===== config.mk =====
export PLATFORM = sky130hd
export DESIGN_NAME = clock_status_unlock_osc_ctrl
export DESIGN_NICKNAME = d
export VERILOG_FILES = /design/src/clock_status_pkg.sv /design/src/clock_status_unlock_osc_ctrl.sv
export SDC_FILE = /design/constraint.sdc
export NUM_CORES = 1
export LEC_CHECK = 0
export BUFFER_PORTS_ARGS = -buffer_cell sky130_fd_sc_hd__buf_2
export CAP_MARGIN = 30
export CORE_ASPECT_RATIO = 1.5
export CORE_MARGIN = 4
export CORE_UTILIZATION = 58
export CTS_BUF_LIST = sky130_fd_sc_hd__clkbuf_8
export CTS_CLUSTER_SIZE = 30
export DETAILED_ROUTE_END_ITERATION = 16
export GPL_TIMING_DRIVEN = 0
export PLACE_DENSITY = 0.95
export SLEW_MARGIN = 10
export SYNTH_ARGS = -nofsm -noshare
export SYNTH_HDL_FRONTEND = slang
export SYNTH_SLANG_ARGS = --single-unit

===== constraint.sdc =====
create_clock -name core_clk -period 5.04 [get_ports core_clk]
set_input_delay 1.26 -clock core_clk [delete_from_list [all_inputs] [get_ports core_clk]]
set_output_delay 1.26 -clock core_clk [all_outputs]
set_load 0.01 [all_outputs]

===== src/clock_status_pkg.sv =====
// Constants, field layouts and carrier types for the clock status and unlock block
`default_nettype none

package clock_status_pkg;
    localparam logic [9:0] STATUS_OFFSET = 10'h014;
    localparam logic [9:0] UNLOCK_OFFSET = 10'h018;
    localparam logic [9:0] OSC_CTRL_OFFSET = 10'h024;
    localparam logic [7:0] UNLOCK_KEY = 8'hAA;
    localparam logic [31:0] LOCK_ON_WORD = 32'h5A5A_5A5A;
    localparam logic [31:0] LOCK_OFF_WORD = 32'hA5AA_5A55;
    localparam logic [31:0] RESET_WORD = 32'h0000_0000;
    localparam int KEY_MSB = 31;
    localparam int KEY_LSB = 24;
    localparam int ADDR_MSB = 9;
    localparam int OSC_EN_BIT = 16;
    localparam int STARTUP_MSB = 11;
    localparam int STARTUP_LSB = 8;
    localparam int AUTO_GAIN_BIT = 3;
    localparam int GAIN_MSB = 2;
    localparam int GAIN_LSB = 1;
    localparam int MODE_BIT = 0;
    localparam int BACKUP_VALID_BIT = 30;
    localparam int PLL_LOST_BIT = 18;
    localparam int PLL_LOCK_BIT = 17;
    localparam int BACKUP_READY_BIT = 16;
    localparam int FLL_REF_STOP_BIT = 15;
    localparam int FLL_SYNC_BIT = 14;
    localparam int FLL_LOST_LSB = 11;
    localparam int FLL_LOCK_LSB = 8;
    localparam int BROWNOUT_BIT = 7;
    localparam int SM_LOW_BIT = 6;
    localparam int VREG_BIT = 5;
    localparam int MAIN_RDY_BIT = 1;
    localparam int SLOW_RDY_BIT = 0;
    localparam int STARTUP_WIDTH = 20;

    // Analog and neighbouring-block conditions sampled into the status word
    typedef struct packed {
        logic pll_lock_lost_flag;
        logic pll_locked_flag;
        logic backup_interface_ready;
        logic backup_contents_valid;
        logic fll_reference_stopped;
        logic fll_sync_ready;
        logic [2:0] fll_lock_lost;
        logic [2:0] fll_locked;
        logic brownout_flag;
        logic supply_monitor_enabled;
        logic supply_monitor_below;
        logic regulator_ok_flag;
        logic slow_oscillator_ready;
    } status_in_t;

    // Main oscillator settings driven to the analog cell
    typedef struct packed {
        logic oscillator_enable_bit;
        logic [3:0] startup;
        logic auto_gain_test_bit;
        logic [1:0] gain;
        logic crystal_mode;
    } osc_ctrl_t;
endpackage : clock_status_pkg

`default_nettype wire


===== src/clock_status_unlock_osc_ctrl.sv =====
// Status word, keyed write protection and main oscillator control
`default_nettype none

module clock_status_unlock_osc_ctrl #(
    parameter int STARTUP_SHIFT = 4
) (
    input wire logic core_clk,
    input wire logic reset,
    input wire logic bus_sel,
    input wire logic bus_write,
    input wire logic [9:0] bus_addr,
    input wire logic [31:0] bus_wdata,
    output logic [31:0] bus_rdata,
    input wire clock_status_pkg::status_in_t status_in,
    output clock_status_pkg::osc_ctrl_t osc_ctrl,
    output logic main_oscillator_ready,
    output logic global_lock_on,
    output logic protect_violation
);
    import clock_status_pkg::*;

    typedef enum logic [1:0] {OSC_OFF, OSC_STARTING, OSC_READY} osc_state_t;

    typedef struct packed {
        logic [31:0] rdata;
        logic armed;
        logic [9:0] armed_addr;
        logic lock_on;
        logic violation;
        osc_ctrl_t ctrl;
        osc_state_t osc_state;
        logic [STARTUP_WIDTH-1:0] count;
        logic pll_lost_seen;
        logic ref_stop_seen;
        logic [2:0] fll_lost_seen;
    } state_t;

    state_t state_reg;
    state_t state_next;
    logic [31:0] status_word;
    logic unlock_hit;
    logic write_granted;
    logic [STARTUP_WIDTH-1:0] startup_cycles;

    // ----------------------------------------------------------------
    // Status word assembly
    // ----------------------------------------------------------------
    always_comb begin
        status_word = RESET_WORD;
        status_word[BACKUP_VALID_BIT] = status_in.backup_contents_valid;
        status_word[PLL_LOST_BIT] = state_reg.pll_lost_seen;
        status_word[PLL_LOCK_BIT] = status_in.pll_locked_flag;
        status_word[BACKUP_READY_BIT] = status_in.backup_interface_ready;
        status_word[FLL_REF_STOP_BIT] = state_reg.ref_stop_seen;
        status_word[FLL_SYNC_BIT] = status_in.fll_sync_ready;
        status_word[FLL_LOST_LSB +: 3] = state_reg.fll_lost_seen;
        status_word[FLL_LOCK_LSB +: 3] = status_in.fll_locked;
        status_word[BROWNOUT_BIT] = status_in.brownout_flag;
        // supply monitor gated by its enable
        status_word[SM_LOW_BIT] = status_in.supply_monitor_enabled & status_in.supply_monitor_below;
        status_word[VREG_BIT] = status_in.regulator_ok_flag;
        status_word[MAIN_RDY_BIT] = (state_reg.osc_state == OSC_READY);
        status_word[SLOW_RDY_BIT] = status_in.slow_oscillator_ready;
    end

    // start-up count is the field shifted left by STARTUP_SHIFT, plus one
    assign startup_cycles = STARTUP_WIDTH'(({16'h0000, state_reg.ctrl.startup} << STARTUP_SHIFT)) +
        STARTUP_WIDTH'(1);

    assign unlock_hit = bus_wdata[KEY_MSB:KEY_LSB] == UNLOCK_KEY;

    // grant while the lock is off, or for the access right after a matching unlock
    assign write_granted = !state_reg.lock_on || (state_reg.armed && state_reg.armed_addr == bus_addr);

    always_comb begin
        state_next = state_reg;
        state_next.violation = 1'b0;
        // Sticky lost flags: hardware events only, cleared by reset
        // latch PLL lock loss
        state_next.pll_lost_seen = state_reg.pll_lost_seen | status_in.pll_lock_lost_flag;
        state_next.ref_stop_seen = state_reg.ref_stop_seen | status_in.fll_reference_stopped;
        state_next.fll_lost_seen = state_reg.fll_lost_seen | status_in.fll_lock_lost;
        if (bus_sel) begin
            // Any access consumes a pending unlock
            state_next.armed = 1'b0;
            state_next.rdata = RESET_WORD;
            if (!bus_write) begin
                case (bus_addr)
                    STATUS_OFFSET: state_next.rdata = status_word;
                    OSC_CTRL_OFFSET: state_next.rdata = {15'h0000, state_reg.ctrl.oscillator_enable_bit, 4'h0,
                        state_reg.ctrl.startup, 4'h0, state_reg.ctrl.auto_gain_test_bit,
                        state_reg.ctrl.gain, state_reg.ctrl.crystal_mode};
                    default: state_next.rdata = RESET_WORD;
                endcase
            end else if (bus_addr == UNLOCK_OFFSET && state_reg.armed && state_reg.armed_addr == UNLOCK_OFFSET &&
                (bus_wdata == LOCK_ON_WORD || bus_wdata == LOCK_OFF_WORD)) begin
                state_next.lock_on = (bus_wdata == LOCK_ON_WORD);
            end else if (bus_addr == UNLOCK_OFFSET) begin
                state_next.armed = unlock_hit;
                state_next.armed_addr = bus_wdata[ADDR_MSB:0];
            end else if (bus_addr == OSC_CTRL_OFFSET) begin
                if (write_granted) begin
                    state_next.ctrl.oscillator_enable_bit = bus_wdata[OSC_EN_BIT];
                    state_next.ctrl.startup = bus_wdata[STARTUP_MSB:STARTUP_LSB];
                    state_next.ctrl.auto_gain_test_bit = bus_wdata[AUTO_GAIN_BIT];
                    state_next.ctrl.gain = bus_wdata[GAIN_MSB:GAIN_LSB];
                    state_next.ctrl.crystal_mode = bus_wdata[MODE_BIT];
                end else begin
                    state_next.violation = 1'b1;
                end
            end
        end
        case (state_reg.osc_state)
            OSC_OFF: begin
                state_next.count = '0;
                if (state_reg.ctrl.oscillator_enable_bit) begin
                    state_next.osc_state = OSC_STARTING;
                end
            end
            OSC_STARTING: begin
                state_next.count = state_reg.count + STARTUP_WIDTH'(1);
                if (!state_reg.ctrl.oscillator_enable_bit) begin
                    state_next.osc_state = OSC_OFF;
                end else if (state_reg.count + STARTUP_WIDTH'(1) >= startup_cycles) begin
                    state_next.osc_state = OSC_READY;
                end
            end
            OSC_READY: begin
                if (!state_reg.ctrl.oscillator_enable_bit) begin
                    state_next.osc_state = OSC_OFF;
                end
            end
            default: state_next.osc_state = OSC_OFF;
        endcase
    end

    always_ff @(posedge core_clk) begin
        if (reset) begin
            state_reg <= '0;
            state_reg.osc_state <= OSC_OFF;
        end else begin
            state_reg <= state_next;
        end
    end

    assign bus_rdata = state_reg.rdata;
    assign osc_ctrl = state_reg.ctrl;
    assign main_oscillator_ready = (state_reg.osc_state == OSC_READY);
    assign global_lock_on = state_reg.lock_on;
    assign protect_violation = state_reg.violation;
endmodule : clock_status_unlock_osc_ctrl

`default_nettype wire


==> results.txt <==
The antenna diode count came out at 0. The via count of the first global-routing pass is 3872. The final standard cell area without fillers is 4620 um2.

The endpoint kind of the worst setup timing path is a register. The critical path in this run is classified as reg -> reg. The number of clock buffers added by TritonCTS is 9. The region available for standard cell placement spans ~6400 um2. In the post-synthesis netlist, the biggest area contributors are sky130_fd_sc_hd__dfxtp_1, sky130_fd_sc_hd__buf_4, sky130_fd_sc_hd__nor2_1. The biggest cell delay along the critical path is 490 ps. The width of the chip came out at 74.3 um.

VDD sags by at most between 0.3 and 0.4 mV. For this run, the leading register cell type out of synthesis is sky130_fd_sc_hd__dfxtp_1. The fraction of the mapped netlist area in compound gates is 0.141. In this run the tightest slew margin relative to its limit is 0.497. The first global-routing pass estimated around 18000 um of wire. STA classifies the critical path startpoint as a register. The sum of net half-perimeters after detailed placement is 8200 um. The mapped cell area is about 3800 um2. The overall die height is about 110 um.

The dominant combinational cell family by area after synthesis is simple AND/OR/NAND/NOR gates. The endpoint identified for the worst register-to-register timing path is state_reg[26]. The initial antenna violation count came out at 0. The total congestion overflow came out at 0. In the final timing run, aggregate negative setup slack is 0 ps.

The run finished with clean final reports. The library cell used most frequently in the layout, excluding fill and tap cells, is sky130_fd_sc_hd__buf_2. The weighted congestion reported at the end of routability-driven placement is around 0.9. The final hold violation count is 0. Clock-pin slew was measured on the worst setup and hold paths at approximately 70 ps. The number of failing setup endpoints in the final timing report came out at 0. In the routed design, unresolved DRC markers number 0.

In this run the core area contains 36 standard-cell rows. The smallest clock period supported by the final layout is computed as 3130 ps. For this run, the number of Yosys warnings is 0. The final route contains approximately 4000 vias. The fraction of layout cells with a size suffix above 1 came out at 0.284. The count of max-cap constraint violations is 0. The most common cell type on the critical path is sky130_fd_sc_hd__ha_1. The maximum fanout count along the critical path is 9.

The number of sinks handled by clock tree synthesis is 68. For this design the ratio of total power to cell area is 229 nW/um2. The part of the total power dissipated in combinational logic came out at 0.070.

The required time at the worst-slack endpoint came out at between 5000 and 6000 ps. For the worst setup path, the data arrival time is approximately 3400 ps. The path with the worst hold slack has its endpoint at bus_rdata[6]. The pin count of the biggest net entering global routing came out at 12. The slew of the pin with the lowest slew margin is between 700 and 800 ps. The sequential power share came out at 0.512. Measured in cells, the most critical reg-to-reg path has a length of 11. The highest achievable clock rate came out at ~320 MHz. The start point of the worst hold path is bus_rdata[6].

The insertion delay to the later sink of the worst-skew pair is 350 ps. The fraction of the mapped netlist area in simple logic gates came out at 0.259. approximately 110 I/O pins were placed.

The library cells used most frequently in the layout, excluding fill and tap cells, are sky130_fd_sc_hd__buf_2, sky130_fd_sc_hd__nor2_1, sky130_fd_sc_hd__dfxtp_1, sky130_fd_sc_hd__buf_4, sky130_fd_sc_hd__nand2_1. The worst register-to-register path begins at state_reg[5]. Counting every instance in the synthesized netlist gives ~470. The switching power share of the total is 0.234.

The fraction of synthesized cell area in xor and xnor cells is 0.0435. Walking the worst path, the cells encountered are ha_1 > and3_1 > clkbuf_1 > nand3_1 > xnor2_1 > ha_1 > a21o_1 > o31a_1 > nor4_1 > o211ai_1 > nor3b_1. The net count of the finished layout is around 650. The post-CTS setup buffer count is 0. In this run the deepest clock path goes through 2 buffers. The number of H-tree levels came out at 3.

The register with the most flip-flops in the layout has 38 of them. Counting flops and latches in the post-synthesis netlist gives 68. Counting flops with an async set or reset pin after synthesis yields a share of 0. The tree is rooted in a sky130_fd_sc_hd__clkbuf_8.

After synthesis, the netlist uses between 50 and 60 different library cells. The worst min-delay path category is reg -> reg. The count of final max-slew check failures came out at 0. The starting density of the core came out at 0.594.

The cell area after placement came out at about 4400 um2. After synthesis, the mean cell area works out to 8.23 um2. The layout overhead on the synthesized area is 20.8%.

The relative contribution of the clock network to total power came out at 0.419. The layout filler cell count came out at 455. After clock tree synthesis, the flow added hold-fix buffers numbering 0. Summed over all cells, the static leakage comes to approximately 2.0 nW. The arithmetic-cell share of the synthesized area counting full adders, half adders and majority gates came out at 0.0229.

The sum of routed wire length over all layers came out at approximately 11000 um. For this run, the register share of the synthesized area comes to 0.356. TritonCTS built the clock tree. In the finished design, the share of the clock period the worst path needs comes to 0.621. The cell count of the worst hold path came out at 2. Setup repair after global routing left no endpoint under its margin.

The flop-to-flop setup slack is roughly 1900 ps. The least setup slack across all paths after layout came out at roughly 1900 ps. Using the TritonRoute via totals, the vias-per-cell ratio works out to ~6. For this run, the total global-route usage over all layers was measured as 0.284. The internal power component came out at roughly 0.00081 W. The proportion of synthesized area in mux cells came out at 0.0523. The final antenna-violating net count came out at 0. The largest area contributor in the netlist is sky130_fd_sc_hd__dfxtp_1. The area fraction of the dominant cell type after synthesis is 0.356. The switching power is between 0.0002 and 0.00025 W.

For this block, the initial DRC count from the detailed router was between 400 and 500. Dividing the detail-routed wire length by the instance count gives about 16 um. Before CTS, the worst setup slack after placement is about 1700 ps. The largest individual stage delay along the critical path comes from the cell sky130_fd_sc_hd__dfxtp_1.

Yosys mapped a number of flops with a built-in enable equal to 0. The area of the die came out at roughly 8000 um2. The number of detailed-route iterations in the first pass came out at 5. Clock skew on the completed layout was measured at slightly below 8 ps. The count of port buffers added during placement is between 90 and 100. The number of gates resized after CTS was 0.
power by group through the flow:
stage	registers, W	logic (W)	clock network, W
after floorplan	0.000553	0.0000342	0
after global placement	0.000554	0.0000705	0
after detailed placement	0.000554	0.0000719	0
after CTS	0.000542	0.0000723	0.000446
after global routing	0.000542	0.0000798	0.000469
final	0.000542	0.0000737	0.000443
worst max path at each step:
stage,start,to,slack [ps],depth (start not counted)
after global routing,state_reg[5],state_reg[26],1700,12
after CTS,state_reg[5],state_reg[26],1950,11
after floorplan,bus_addr[0],osc_ctrl[0],2070,8
after detailed placement,bus_addr[0],bus_rdata[6],1660,8
after global placement,bus_addr[0],bus_rdata[6],1740,8
final,state_reg[5],state_reg[26],1910,11
logic make-up (layout without fill, tap and decap cells):
family	after synthesis	count (layout)
AND/OR/NAND/NOR	188	188
AO/OA/AOI/OAI	83	83
buffers and inverters	79	187
flip-flops	68	68
multiplexers	20	20
XOR/XNOR	19	19
adder cells (fa/ha/maj)	7	7
other	1	13
through the flow:
stage	hold slack, ps	power [W]	std cells	util
after floorplan	438	0.000587	477	-
after global placement	449	0.000624	646	0.688
after detailed placement	458	0.000626	646	0.688
after CTS	468	0.00106	661	0.718
after global routing	482	0.00109	661	0.718
final	472	0.00106	661	0.718
cell usage after synthesis (2+ instances only):
master                     number
sky130_fd_sc_hd__nor4bb_1       8
sky130_fd_sc_hd__or4_1          3
sky130_fd_sc_hd__a22oi_1       21
sky130_fd_sc_hd__or3b_1         2
sky130_fd_sc_hd__mux2i_1       20
sky130_fd_sc_hd__or2_2          2
sky130_fd_sc_hd__a21oi_1       27
sky130_fd_sc_hd__nand2_1       29
sky130_fd_sc_hd__o31ai_1        2
sky130_fd_sc_hd__inv_1         12
sky130_fd_sc_hd__ha_1           7
sky130_fd_sc_hd__buf_2          5
sky130_fd_sc_hd__a31oi_1        6
sky130_fd_sc_hd__buf_1          2
sky130_fd_sc_hd__nor3_2         2
sky130_fd_sc_hd__nand4_1       13
sky130_fd_sc_hd__and3_1         3
sky130_fd_sc_hd__a21o_1         6
sky130_fd_sc_hd__nor2b_1        2
sky130_fd_sc_hd__buf_4         41
sky130_fd_sc_hd__dfxtp_1       68
sky130_fd_sc_hd__and4_1         3
sky130_fd_sc_hd__buf_6          3
sky130_fd_sc_hd__xnor2_1       19
sky130_fd_sc_hd__nor4b_1        3
sky130_fd_sc_hd__nand3_1       11
sky130_fd_sc_hd__nor3_1        15
sky130_fd_sc_hd__o31a_1         2
sky130_fd_sc_hd__clkbuf_1      16
sky130_fd_sc_hd__o21ai_0        9
sky130_fd_sc_hd__nand2b_1       3
sky130_fd_sc_hd__nand3b_1       5
sky130_fd_sc_hd__nor4_1         5
sky130_fd_sc_hd__nor2_1        70
sky130_fd_sc_hd__a41oi_1        2
metal layers:
metal / vias up / track usage / wire length [um]
met2: 237 / 0.493 / 5700
met1: 1780 / 0.299 / 3700
met5: - / 0 / 0
met4: 0 / 0.173 / 503
li1: 1831 / - / -
met3: 60 / 0.0720 / 937
critical path: cells and delay by family (launching register included):
family | cells | cell delay (ps)
simple gates | 4 | 760
compound gates | 3 | 650
fa+ha+maj | 2 | 600
flops | 1 | 490
buf+inv | 1 | 260
xor+xnor | 1 | 250
area by class of cell:
type	instances	area [um2]	area share
Multi-Input combinational cell	330	2030	0.440
Buffer	67	434	0.0939
Sequential cell	68	1360	0.294
Clock inverter	5	52.6	0.0114
Clock buffer	10	138	0.0298
Tap cell	76	95.1	0.0206
Timing Repair Buffer	93	465	0.101
Inverter	12	45.0	0.00974
No activity file was read; power rests on OpenSTA's default activity.
